===== config.mk =====
export PLATFORM = sky130hd
export DESIGN_NAME = atl_config_regs
export DESIGN_NICKNAME = d
export VERILOG_FILES = /design/src/atl_pkg.sv /design/src/atl_config_regs.sv
export SDC_FILE = /design/constraint.sdc
export NUM_CORES = 1
export LEC_CHECK = 0
export ABC_AREA = 1
export BUFFER_PORTS_ARGS = -buffer_cell sky130_fd_sc_hd__buf_2
export CELL_PAD_IN_SITES_DETAIL_PLACEMENT = 0
export CELL_PAD_IN_SITES_GLOBAL_PLACEMENT = 1
export CORE_UTILIZATION = 45
export CTS_CLUSTER_SIZE = 14
export DETAILED_ROUTE_END_ITERATION = 8
export PLACE_DENSITY_LB_ADDON = 0.1
export SLEW_MARGIN = 20
export SYNTH_ARGS = -nofsm -noshare
export SYNTH_HDL_FRONTEND = slang
export SYNTH_SLANG_ARGS = --single-unit

===== constraint.sdc =====
create_clock -name core_clk -period 2.9 [get_ports core_clk]
set_clock_uncertainty 0.2 [all_clocks]
set_input_delay 0.145 -clock core_clk [delete_from_list [all_inputs] [get_ports core_clk]]
set_output_delay 0.145 -clock core_clk [all_outputs]
set_load 0.005 [all_outputs]

===== src/atl_pkg.sv =====
/*
  Constants shared by the front-end timing and LED configuration slice:
  register offsets, field positions, widths, reset values and pipeline depths.
  Assumes a plain register port with a 4-bit address and 8-bit data.
*/
// Notes on behaviour
// - output data is delayed by the latency code: 00 minimum, 10 two and 11 three ADC clock periods more.
// - one ADC clock period is two master clock periods, or three while mode 2 is selected.
// - the clamp reference DAC follows a four-bit level in bits 3:0 that resets to 0011.
// - the reset sampling instant moves by the adjust field: 00 one period earlier, 10 one later, 11 two later.
// - the internal colour field selects 00 red, 01 green, 10 blue, with 11 reserved.
// - any write to the software reset location returns every cell, the LED drive included, to reset.
// - with edge detection on, the generated pulse follows the detected strobe edge by one period plus the delay field in periods.
// - with edge detection off, the strobe delay field has no effect.
// - bit 6 of the strobe delay register picks one of two LED current limit ranges.
// - red, green and blue each have an eight-bit fine current code that resets to 00100000.
// - the red coarse current range sits in bits 1:0 of the coarse range register and resets to 00.
// - with edge detection on, a pulse derived from the strobe feeds timing control, else the strobe passes directly.
// - the latency field is bits 7:6 of its register and resets to 00.
`default_nettype none
package atl_pkg;
  // -----------------------------------------------------------------
  // register map
  // -----------------------------------------------------------------
  localparam int ADDR_W = 4;
  localparam int DATA_W = 8;
  localparam logic [3:0] OFS_CTRL = 4'h0;
  localparam logic [3:0] OFS_LATENCY = 4'h1;
  localparam logic [3:0] OFS_CLAMP_TIMING = 4'h2;
  localparam logic [3:0] OFS_STROBE_LED = 4'h3;
  localparam logic [3:0] OFS_RED_FINE = 4'h4;
  localparam logic [3:0] OFS_GREEN_FINE = 4'h5;
  localparam logic [3:0] OFS_BLUE_FINE = 4'h6;
  localparam logic [3:0] OFS_COARSE = 4'h7;
  localparam logic [3:0] OFS_SW_RESET = 4'h8;
  localparam logic [3:0] OFS_STATUS = 4'h9;
  // -----------------------------------------------------------------
  // field positions
  // -----------------------------------------------------------------
  localparam int EDGE_EN_BIT = 3;
  localparam int LAT_LSB = 6;
  localparam int CLAMP_LSB = 0;
  localparam int ADJ_LSB = 4;
  localparam int COLOUR_LSB = 6;
  localparam int DELAY_LSB = 0;
  localparam int LIMIT_BIT = 6;
  localparam int COARSE_LSB = 0;
  // -----------------------------------------------------------------
  // reset values
  // -----------------------------------------------------------------
  localparam logic [1:0] LAT_RST = 2'h0;
  localparam logic [3:0] CLAMP_RST = 4'h3;
  localparam logic [1:0] ADJ_RST = 2'h1;
  localparam logic [1:0] COLOUR_RST = 2'h0;
  localparam logic [2:0] DELAY_RST = 3'h0;
  localparam logic [7:0] FINE_RST = 8'h20;
  localparam logic [1:0] COARSE_RST = 2'h0;
  // -----------------------------------------------------------------
  // encodings and timing
  // -----------------------------------------------------------------
  localparam logic [1:0] LAT_MIN = 2'h0;
  localparam logic [1:0] LAT_TWO = 2'h2;
  localparam logic [1:0] LAT_THREE = 2'h3;
  localparam logic [3:0] MCLK_PER_ADC = 4'h2;
  localparam logic [3:0] MCLK_PER_ADC_M2 = 4'h3;
  localparam int LAT_PIPE = 9;
  localparam int STROBE_PIPE = 7;
  localparam int ADJ_PIPE = 3;
  typedef enum logic [1:0] {
    ATL_RED = 2'b00,
    ATL_GREEN = 2'b01,
    ATL_BLUE = 2'b10,
    ATL_RSVD = 2'b11
  } atl_colour_e;
endpackage
`default_nettype wire


===== src/atl_config_regs.sv =====
/*
  Timing, clamp and LED configuration registers of an imaging front end,
  with the output latency pipeline, reset-sample shifter and strobe pulse
  generator that those registers steer.
  Assumes one clock, synchronous inputs and a one-cycle read strobe master.
*/
`timescale 1ns/100ps
`default_nettype none
module atl_config_regs #(
  parameter int ADC_W = 16
) (
  input wire logic core_clk,
  input wire logic rst_n,
  input wire logic [atl_pkg::ADDR_W-1:0] reg_addr,
  input wire logic [atl_pkg::DATA_W-1:0] reg_wdata,
  input wire logic reg_wr,
  input wire logic reg_rd,
  output logic [atl_pkg::DATA_W-1:0] reg_rdata,
  input wire logic adc_mode_2,
  input wire logic [ADC_W-1:0] adc_data_in,
  output logic [ADC_W-1:0] adc_data_out,
  input wire logic sample_strobe_in,
  output logic timing_strobe,
  input wire logic reset_sample_ref,
  output logic reset_sample_out,
  output logic [3:0] clamp_ref_dac,
  output logic [1:0] internal_colour_sel,
  output logic led_current_limit_range,
  output logic [7:0] red_fine_current,
  output logic [7:0] green_fine_current,
  output logic [7:0] blue_fine_current,
  output logic [1:0] red_coarse_range,
  output logic led_reset
);
  import atl_pkg::*;

  // ---------------------------------------------------------------
  // register state
  // ---------------------------------------------------------------
  logic edge_en_q, edge_en_d;
  logic [1:0] lat_q, lat_d;
  logic [3:0] clamp_q, clamp_d;
  logic [1:0] adj_q, adj_d;
  logic [1:0] colour_q, colour_d;
  logic [2:0] delay_q, delay_d;
  logic limit_q, limit_d;
  logic [7:0] red_q, red_d, green_q, green_d, blue_q, blue_d;
  logic [1:0] coarse_q, coarse_d;
  logic led_rst_q, led_rst_d;
  logic [7:0] rdata_q, rdata_d;
  logic sw_rst;
  logic timing_q;

  assign sw_rst = reg_wr && (reg_addr == OFS_SW_RESET);

  // next register values from writes and software reset
  always_comb begin
    edge_en_d = edge_en_q;
    lat_d = lat_q;
    clamp_d = clamp_q;
    adj_d = adj_q;
    colour_d = colour_q;
    delay_d = delay_q;
    limit_d = limit_q;
    red_d = red_q;
    green_d = green_q;
    blue_d = blue_q;
    coarse_d = coarse_q;
    led_rst_d = sw_rst;
    if (sw_rst) begin
      edge_en_d = 1'b0;
      lat_d = LAT_RST;
      clamp_d = CLAMP_RST;
      adj_d = ADJ_RST;
      colour_d = COLOUR_RST;
      delay_d = DELAY_RST;
      limit_d = 1'b0;
      red_d = FINE_RST;
      green_d = FINE_RST;
      blue_d = FINE_RST;
      coarse_d = COARSE_RST;
    end else if (reg_wr) begin
      case (reg_addr)
        OFS_CTRL: begin
          edge_en_d = reg_wdata[EDGE_EN_BIT];
        end
        OFS_LATENCY: begin
          lat_d = reg_wdata[LAT_LSB +: 2];
        end
        OFS_CLAMP_TIMING: begin
          clamp_d = reg_wdata[CLAMP_LSB +: 4];
          adj_d = reg_wdata[ADJ_LSB +: 2];
          colour_d = reg_wdata[COLOUR_LSB +: 2];
        end
        OFS_STROBE_LED: begin
          delay_d = reg_wdata[DELAY_LSB +: 3];
          limit_d = reg_wdata[LIMIT_BIT];
        end
        OFS_RED_FINE: red_d = reg_wdata;
        OFS_GREEN_FINE: green_d = reg_wdata;
        OFS_BLUE_FINE: blue_d = reg_wdata;
        OFS_COARSE: begin
          coarse_d = reg_wdata[COARSE_LSB +: 2];
        end
        default: begin
        end
      endcase
    end
  end

  // read data, one cycle after the strobe; unmapped and write-only read zero
  always_comb begin
    rdata_d = 8'h00;
    if (reg_rd) begin
      case (reg_addr)
        OFS_CTRL: rdata_d[EDGE_EN_BIT] = edge_en_q;
        OFS_LATENCY: rdata_d[LAT_LSB +: 2] = lat_q;
        OFS_CLAMP_TIMING: rdata_d = {colour_q, adj_q, clamp_q};
        OFS_STROBE_LED: begin
          rdata_d[DELAY_LSB +: 3] = delay_q;
          rdata_d[LIMIT_BIT] = limit_q;
        end
        OFS_RED_FINE: rdata_d = red_q;
        OFS_GREEN_FINE: rdata_d = green_q;
        OFS_BLUE_FINE: rdata_d = blue_q;
        OFS_COARSE: rdata_d[COARSE_LSB +: 2] = coarse_q;
        OFS_STATUS: rdata_d = {6'h00, adc_mode_2, timing_q};
        default: rdata_d = 8'h00;
      endcase
    end
  end

  // register bank flops
  always_ff @(posedge core_clk or negedge rst_n) begin
    if (!rst_n) begin
      edge_en_q <= 1'b0;
      lat_q <= LAT_RST;
      clamp_q <= CLAMP_RST;
      adj_q <= ADJ_RST;
      colour_q <= COLOUR_RST;
      delay_q <= DELAY_RST;
      limit_q <= 1'b0;
      red_q <= FINE_RST;
      green_q <= FINE_RST;
      blue_q <= FINE_RST;
      coarse_q <= COARSE_RST;
      led_rst_q <= 1'b0;
      rdata_q <= 8'h00;
    end else begin
      edge_en_q <= edge_en_d;
      lat_q <= lat_d;
      clamp_q <= clamp_d;
      adj_q <= adj_d;
      colour_q <= colour_d;
      delay_q <= delay_d;
      limit_q <= limit_d;
      red_q <= red_d;
      green_q <= green_d;
      blue_q <= blue_d;
      coarse_q <= coarse_d;
      led_rst_q <= led_rst_d;
      rdata_q <= rdata_d;
    end
  end

  // ---------------------------------------------------------------
  // output latency pipeline
  // ---------------------------------------------------------------
  logic [ADC_W-1:0] dpipe_q [LAT_PIPE];
  logic [ADC_W-1:0] dpipe_d [LAT_PIPE];
  logic [ADC_W-1:0] dout_q, dout_d;
  logic [3:0] adc_per;
  logic [3:0] lat_cyc;

  // latency in master clock periods: two or three ADC periods, each 2 clocks or 3 in mode 2
  always_comb begin
    adc_per = adc_mode_2 ? MCLK_PER_ADC_M2 : MCLK_PER_ADC;
    case (lat_q)
      LAT_TWO: lat_cyc = 4'(adc_per * 4'h2);
      LAT_THREE: lat_cyc = 4'(adc_per * 4'h3);
      default: lat_cyc = 4'h0;
    endcase
    dpipe_d[0] = adc_data_in;
    for (int i = 1; i < LAT_PIPE; i++) begin
      dpipe_d[i] = dpipe_q[i-1];
    end
    dout_d = (lat_cyc == 4'h0) ? adc_data_in : dpipe_q[lat_cyc - 4'h1];
  end

  // latency pipeline flops
  always_ff @(posedge core_clk or negedge rst_n) begin
    if (!rst_n) begin
      for (int i = 0; i < LAT_PIPE; i++) begin
        dpipe_q[i] <= '0;
      end
      dout_q <= '0;
    end else begin
      dpipe_q <= dpipe_d;
      dout_q <= dout_d;
    end
  end

  // ---------------------------------------------------------------
  // reset sampling shifter and strobe pulse generator
  // ---------------------------------------------------------------
  logic [ADJ_PIPE-1:0] apipe_q, apipe_d;
  logic rso_q, rso_d;
  logic prev_q, prev_d;
  logic [STROBE_PIPE-1:0] spipe_q, spipe_d;
  logic timing_d;
  logic edge_seen;

  // code 01 is the nominal two-cycle path; 00 one earlier, 10/11 later
  always_comb begin
    apipe_d = {apipe_q[ADJ_PIPE-2:0], reset_sample_ref};
    rso_d = (adj_q == 2'h0) ? reset_sample_ref : apipe_q[adj_q - 2'h1];
    prev_d = sample_strobe_in;
    edge_seen = sample_strobe_in && !prev_q;
    spipe_d = {spipe_q[STROBE_PIPE-2:0], edge_seen};
    if (edge_en_q) begin
      timing_d = (delay_q == 3'h0) ? edge_seen : spipe_q[delay_q - 3'h1];
    end else begin
      timing_d = sample_strobe_in;
    end
  end

  // timing flops
  always_ff @(posedge core_clk or negedge rst_n) begin
    if (!rst_n) begin
      apipe_q <= '0;
      rso_q <= 1'b0;
      prev_q <= 1'b0;
      spipe_q <= '0;
      timing_q <= 1'b0;
    end else begin
      apipe_q <= apipe_d;
      rso_q <= rso_d;
      prev_q <= prev_d;
      spipe_q <= spipe_d;
      timing_q <= timing_d;
    end
  end

  // ---------------------------------------------------------------
  // outputs
  // ---------------------------------------------------------------
  assign reg_rdata = rdata_q;
  assign adc_data_out = dout_q;
  assign timing_strobe = timing_q;
  assign reset_sample_out = rso_q;
  assign clamp_ref_dac = clamp_q;
  assign internal_colour_sel = colour_q;
  assign led_current_limit_range = limit_q;
  assign red_fine_current = red_q;
  assign green_fine_current = green_q;
  assign blue_fine_current = blue_q;
  assign red_coarse_range = coarse_q;
  assign led_reset = led_rst_q;
endmodule
`default_nettype wire


# Yosys cells after proc, flatten, opt, wreduce, memory -nomap -nowiden
# Index checks and enable logic that the tools add are counted.
# word_totals
in_bits	35
out_inout_bits	60
elab_cells	124
ff_bits	223
# op_classes
add_sub_neg	3
order_cmp	3
mux	53
mul	1
reduce_logical	24
bitwise	1
eq_ne	11
# op_table
op	count
$mux W8	10
$bmux W16 S4	1
$mux W16	3
$mux W2	12
$reduce_bool A2 Y1	9
$eq A4 B3 Y1 const B	4
$reduce_and A2 Y1	8
$pmux W1 S5	3
$pmux W2 S7	1
$mux W1	12
$mux W4	3
$mux W3	3
$eq A4 B2 Y1 const B	2
$eq A4 B4 Y1 const B	2
$logic_not A4 Y1	2
$pmux W2 S4	1
$pmux W4 S2	1
$pmux W1 S6	1
$ge A5 B5 Y1 const B	1
$not A4 Y5	1
$eq A2 B2 Y1 const B	2
$eq A4 B1 Y1 const B	1
$lt A3 B4 Y1 const B	1
$mul A2 B2 Y4 const B	1
10 further kinds	11

# Logic depth before layout (Yosys ltp)
# Gate-level depths: netlist (run 1).
# depth
word_depth	9
depth_mapped	13
mapped_depth_nobuf	11

# Worst setup path before layout (run 1)
# Ideal clock, no wire load.
# synth_timing
kind	register to register
from	reg lat_q[0]
to	reg dout_q[10], in the netlist adc_data_out[10]
synth_period_minus_slack_ns	2.312
n_path_buf	5
setup_slack_ns	0.588
arrival_time_ns	2.044
setup_time_ns	0.068
path_stages_with_launch	13
required_ns	2.632
path_cell_list	dfrtp_1 > buf_2 > nand3_2 > buf_2 > buf_2 > ha_1 > buf_2 > inv_1 > clkbuf_1 > nand3_1 > nand3_1 > nand3_1 > nand3_1
# synth_via
elab_chain_len	8
word_cells_on_any_way	10
classes_between	add/sub: 1; eq/ne: 2; mux: 5; bitwise: 1; reduce/logical: 1
# synth_rtl
item	line	rtl
start: declaration	atl_config_regs.sv:41	logic [1:0] lat_q, lat_d;
start signal: assignment	atl_config_regs.sv:151	lat_q <= lat_d;
$eq A2 B2 Y1	atl_config_regs.sv:178	case (lat_q)
$pmux W4 S2 (*)	atl_config_regs.sv:178	
$sub A4 B1 Y4	atl_config_regs.sv:187	dout_d = (lat_cyc == 4'h0) ? adc_data_in : dpipe_q[lat_cyc - 4'h1];
$not A4 Y5 (not written as such)	atl_config_regs.sv:187	
$bmux W16 S4	atl_config_regs.sv:187	
$mux W16 (not written as such) (2 in series)	atl_config_regs.sv:187	
$mux W16 (*)	atl_config_regs.sv:187	
named net dout_d[10]	atl_config_regs.sv:171	logic [ADC_W-1:0] dout_q, dout_d;
end signal: assignment	atl_config_regs.sv:199	dout_q <= dout_d;
end: declaration	atl_config_regs.sv:171	
# Mark *: on every way through the listed nets, which the timed path passes. The rest lies on a longest branch. The select of a mux whose other input is x is not followed.
# A chain may end at the register's enable or synchronous reset.

# Worst setup path after layout (run 1)
# layout_timing
from	in reg_addr[2] in the netlist's numbering
to	reg clamp_q[1], in the netlist clamp_ref_dac[1]
# layout_via
elab_chain_len	4
word_cells_on_any_way	7
classes_between	eq/ne: 2; mux: 1; reduce/logical: 4
# layout_rtl
item	line	rtl
start: declaration	atl_config_regs.sv:14	input wire logic [atl_pkg::ADDR_W-1:0] reg_addr,
$eq A4 B4 Y1	atl_config_regs.sv:54	assign sw_rst = reg_wr && (reg_addr == OFS_SW_RESET);
$logic_and A1 B1 Y1	atl_config_regs.sv:54	
$reduce_bool A2 Y1 (no source line)	-	
$reduce_and A2 Y1 (no source line)	-	
end signal: assignment	atl_config_regs.sv:152	clamp_q <= clamp_d;
end: declaration	atl_config_regs.sv:42	logic [3:0] clamp_q, clamp_d;
# Several ways; a longest one is shown, not always the timed one.

==> qor.csv, run 1 <==
metric,value,unit
final std cells w/o fill,1370,
"Avg Cell Area, Syn",9.46,µm²
Die H,144,µm
DR vias/cell,5.00,
Pwr Density,720,nW/µm²
Worst Tran Pin Value,0.810,ns
Final Util,55.8,%
"Cell Area, Synth",9070,µm²
synth warn,0,
Setup CP Type,input port to flip-flop,
share of layout cells above drive strength 1,18.3,%
number of synthesized flops with an enable pin,0,
Port Buffer Count,94,
Adder-Cell Fraction of Synth Area,0.552,%
Max Clk Rate,419,MHz
area of the multi-input gates,2590,µm²
Max-cap violations,0,
Synth Area in XOR/XNOR,0.0965,%
Die W,144,µm
clk_lat worst skew,0.52,ns
mux contribution to synthesized area,0,%
routed wl met3,891,µm
total number of vias,6848,
synthesis-to-layout area growth,20.6,%
antenna violations before repair,0,
Clock Path Buffers,3,
Initial Util,46.3,%
Synth cell types,32,
root buffer cell,clkbuf_16,
Slew HR,46.0,%
Post-Place Cells,1290,
ys flop type,dfrtp_1,
storage element area,5590,µm²
final setup vio count,0,
H-Tree Depth,1,
first-pass GRT wire length,36300,µm
Worst VDD drop,0.000470,V
hold buffers post-CTS,36,
CTS Buf Count,26,
fin. max-slew vios,0,
drt first pass iters,5,
fin crit period,2.39,ns
FP Rows,51,
asr flop ratio synth,100,%
Placer Congestion,0.804,
data arrival time of the worst path,2.63,ns
top post-synthesis cells by area,"dfrtp_1, nand3_1, nand2_1, inv_1, nand4_1",
Fin. Hold Viols,0,
clock-pin slew on the worst setup and hold paths,0.05,ns
status,"complete, no violations",
Synthesized Nets,998,
core area,19600,µm²
wire length on met2,10100,µm
Yosys top cell area share,59.9,%
Yosys reg bits,223,
vias in the first global route,6673,
Remaining DRCs,0,
Clock Sinks,223,
crit path max fanout,8,
post-synthesis sequential area ratio,61.6,%
largest net degree at the start of global routing,94,
CTS tree,built,
top sig layer,met4,
Setup crit end kind,flip-flop,
number of antenna diodes,0,
Tot GR Track Use,22.9,%
Post-Route WL,22600,µm
leading area contributor after synthesis,dfrtp_1,
wl on met1,11200,µm
Filler cells,1810,
Iter 0 DRT Violations,419,
largest family of logic cells by synthesized area,simple AND/OR/NAND/NOR gates,
CP required,3.15,ns
die area,20700,µm²
nets,1128,
CP startpoint kind,input port,
Final period util,82.3,%
Leakage,5.68,nW
Post-Syn Instances,959,
dpl hpwl,13500,µm
RSZ-0062 raised after global routing,no,
PostCTS Resize Cnt,0,
DR WL/cell,16.5,µm
top-level port count,95,
simple-gate area share of the yosys netlist,23.3,%
post-route ant nets,0,
setup_tns,0,ns
compound-gate portion of the synthesized area,4.54,%
GRT overflow,0,
hold crit path type,input port to asynchronous set/reset pin,
post-CTS setup buffer count,0,
-- placed cells by master, fill, tap and decap left out, types with 12 or more instances in the layout --
master / n
dfrtp_1: 215
nand2_1: 193
inv_1: 165
nand3_1: 146
buf_2: 93
nand4_1: 64
dlygate4sd3_1: 36
o21ai_0: 27
clkbuf_16: 27
nor2_1: 25
o21ai_2: 19
buf_4: 16
nand2_2: 12
-- flip-flops by register name (all words and copies together), names as in the netlist --
register / flops
edge_en_q: 1
adj_q: 2
reg_rdata: 8
clamp_ref_dac: 4
adc_data_out: 16
led_current_limit_range: 1
spipe_q: 7
red_coarse_range: 2
dpipe_d: 128
green_fine_current: 8
dpipe_q: 16
delay_q: 3
red_fine_current: 8
blue_fine_current: 8
internal_colour_sel: 2
reset_sample_out: 1
lat_q: 2
prev_q: 1
apipe_q: 3
timing_strobe: 1
led_reset: 1
-- area by class of cell --
class                   instances  share of cell area, %
flip-flops and latches        223                   51.1
multi-input cells             517                   23.6
repair buffers                148                   9.15
clock buffers                  38                   6.83
inverters                     173                   5.97
well taps                     265                   3.03
clock inverters                 6                  0.275
-- through the flow --
step                      cell area (µm²)  setup slack, ns  hold WS (ns)  power [mW]
after global routing                10900            0.349        0.0586        8.29
after CTS                           10900            0.563        0.0548        7.96
final                               10900            0.512        0.0294        7.88
after global placement               9800            0.589       0.00684        4.89
after detailed placement             9800            0.569        0.0152        4.89
after floorplan                      9070            0.588        -0.351        4.34
-- synth_stat cells, drive strengths merged (4+ instances only) --
master,count
a21oi,5
buf,33
clkbuf,13
dfrtp,217
dfstp,6
ha,4
inv,172
nand2,205
nand3,147
nand4,64
nor2,29
o21ai,49
o22ai,5
-- layer usage --
layer  up-vias  global-route usage (%)
met1      3320                    34.9
li1       3325                       -
met5         -                       0
met3        35                    3.38
met4         0                    5.49
met2       168                    34.0
-- critical path, stage by stage --
cell and delay [ns]:
dlygate4sd3_1 0.54, buf_2 0.17, nor2_1 0.20, nand2_1 0.22
inv_1 0.20, nand2_1 0.19, nand2_2 0.21, o21ai_0 0.12
dlygate4sd3_1 0.57, o21ai_0 0.07
-- power breakdown --
group	switching, mW	internal (mW)
Clock	1.23	1.76
Combinational	0.776	0.467
Sequential	0.203	3.43
Total	2.21	5.66
-- worst paths after layout --
kind,startpoint,to,slack (ns),cells past startpoint
setup / recovery,reg_addr[2],clamp_ref_dac[1],0.51,10
hold / removal,rst_n,spipe_q[6],0.03,2
setup reg to reg,lat_q[0],adc_data_out[3],0.55,11
hold reg to reg,dpipe_d[117],dpipe_d[101],0.17,0
max in group asynchronous,rst_n,red_fine_current[5],1.55,3
min in group core_clk,reset_sample_ref,apipe_q[0],0.07,2
-- cell families (layout without fill, tap and decap cells) --
kind of cell	Yosys count	in the layout
buffers and inverters	219	365
AOI/OAI and AO/OA	63	63
DFF	223	223
xor gates and xnor gates	1	1
adders and majority gates	4	4
and+or+nand+nor	449	449
Note: power is estimated with default switching activity, not from simulation.
==> inputs of run 2 (changes only) <==
clock period = 2.46 ns   (was 2.9 ns; I/O delays follow)
==> run 2 against run 1 <==
  * The flow now finishes with violations (negative hold slack)
  * Flip-flop and latch count is the same
  * Non-clock buffer count is 11 higher
  * Combinational power grew 25%
  * Critical endpoint is now adj_q[0]
  * Cell count increased by 0.66%
  * Highest routed layer unchanged
  * Register-to-register slack got worse by 0.19 ns
==> qor.csv, run 2 (synthesis gave the netlist of run 1 again) <==
metric,value,unit
first-pass GRT wire length,36400,µm
Worst VDD drop,0.000563,V
max reg flops,128,
CP startpoint kind,input port,
RSZ-0062 raised after global routing,no,
Fin. Hold Viols,8,
total number of vias,6853,
vias in the first global route,6652,
setup_tns,0,ns
CP peak stage delay,0.56,ns
core area,19600,µm²
crit path max fanout,8,
Die W,144,µm
Leakage,5.76,nW
Port Buffer Count,94,
Setup CP Type,input port to flip-flop,
Total Power,9.37,mW
"commonest non-fill, non-tap cell in the layout",dfrtp_1,
share of layout cells above drive strength 1,19.2,%
Worst path slowest cell,dlygate4sd3_1,
CTS tree,built,
H-Tree Depth,1,
dpl hpwl,13700,µm
Remaining DRCs,0,
Post-Route WL,22200,µm
post-route ant nets,0,
nets,1137,
status,finished with violations,
data arrival time of the worst path,2.56,ns
drt first pass iters,5,
failing checks,negative hold slack,
Slew HR,55.3,%
synthesis-to-layout area growth,22.3,%
Final period util,94.9,%
antenna violations before repair,0,
die area,20700,µm²
Filler cells,1814,
clk_lat worst skew,0.52,ns
Tot GR Track Use,22.8,%
Iter 0 DRT Violations,393,
DR WL/cell,16.1,µm
Final Util,56.7,%
Clock Path Buffers,3,
final setup vio count,0,
Worst Tran Pin Value,0.670,ns
root buffer cell,clkbuf_16,
number of antenna diodes,0,
hold crit path type,input port to asynchronous set/reset pin,
minimum hold slack,-0.00996,ns
Placer Congestion,0.825,
GRT overflow,0,
Die H,144,µm
top-level port count,95,
Max-cap violations,0,
post-CTS setup buffer count,0,
CP required,2.68,ns
CP cell instances,dlygate4sd3_1 > buf_2 > nor2_1 > nand2_2 > inv_1 > nand2_1 > nand2_2 > o21ai_0 > dlygate4sd3_1 > o21ai_0,
placed instance area,9910,µm²
most frequent cells in the layout,"dfrtp_1, nand2_1, inv_1",
clock-pin slew on the worst setup and hold paths,0.06,ns
Initial Util,46.3,%
fin. max-slew vios,0,
finished layout cell area,11100,µm²
DR vias/cell,4.97,
Pwr Density,845,nW/µm²
Max Clk Rate,428,MHz
FP Rows,51,
largest net degree at the start of global routing,78,
Clock Sinks,223,
fin crit period,2.34,ns
CTS Buf Count,24,
Setup crit end kind,flip-flop,
run 2: power by group:
| part | internal [mW] | total, mW | switching (mW) |
|---|---|---|---|
| sequential | 4.04 | 4.27 | 0.226 |
| combinational | 0.608 | 1.55 | 0.941 |
| clock | 2.13 | 3.56 | 1.43 |
| total | 6.78 | 9.37 | 2.59 |
run 2: worst paths after layout:
check	startpoint	endpoint	slack, ns	depth (start not counted)
max reg2reg	lat_q[0]	adc_data_out[4]	0.36	10
min	rst_n	spipe_q[1]	-0.01	2
min in group core_clk	adc_data_in[10]	dpipe_d[122]	0.05	2
max in group asynchronous	rst_n	adc_data_out[0]	1.28	3
min reg2reg	dpipe_d[40]	dpipe_d[24]	0.16	0
max	reg_addr[2]	adj_q[0]	0.12	10
run 2: worst max-delay path, delay by kind of cell:
kind / cells / cell delay, ns
AND/OR/NAND/NOR: 4 / 0.78
buffers and inverters: 4 / 1.44
AO/OA/AOI/OAI: 2 / 0.20
run 2: through the flow:
step,worst slack [ns],cells
2_1_floorplan,0.148,959
3_3_place_gp,0.453,1298
3_5_place_dp,0.368,1298
4_1_cts,0.150,1379
5_1_grt,0.0132,1379
6_report,0.125,1379
run 2: what timing repair did:
| action | 4_1_cts | 5_1_grt |
|---|---|---|
| setup endpoints to repair | 0 | 2 |
| endpoints found under the hold margin | 309 | 0 |
| gates resized for setup | 0 | 1 |
| hold buffers | 39 | 0 |
run 2: layer usage:
layer  global-route usage [%]  vias to the layer above  share of wire (%)
li1                         -                     3355                  -
met1                     35.0                     3342                 50
met2                     34.0                      134                 45
met3                     3.05                       22                4.3
met4                     5.54                        0                1.4
met5                        0                        -                  0
run 2: layout make-up:
cell class	instances	area (µm²)	share of cell area [%]
Sequential cell	223	5590	50.4
Tap cell	265	332	2.99
Inverter	173	653	5.89
Clock buffer	35	722	6.51
Timing Repair Buffer	159	1140	10.3
Clock inverter	7	71.3	0.643
Multi-Input combinational cell	517	2590	23.3
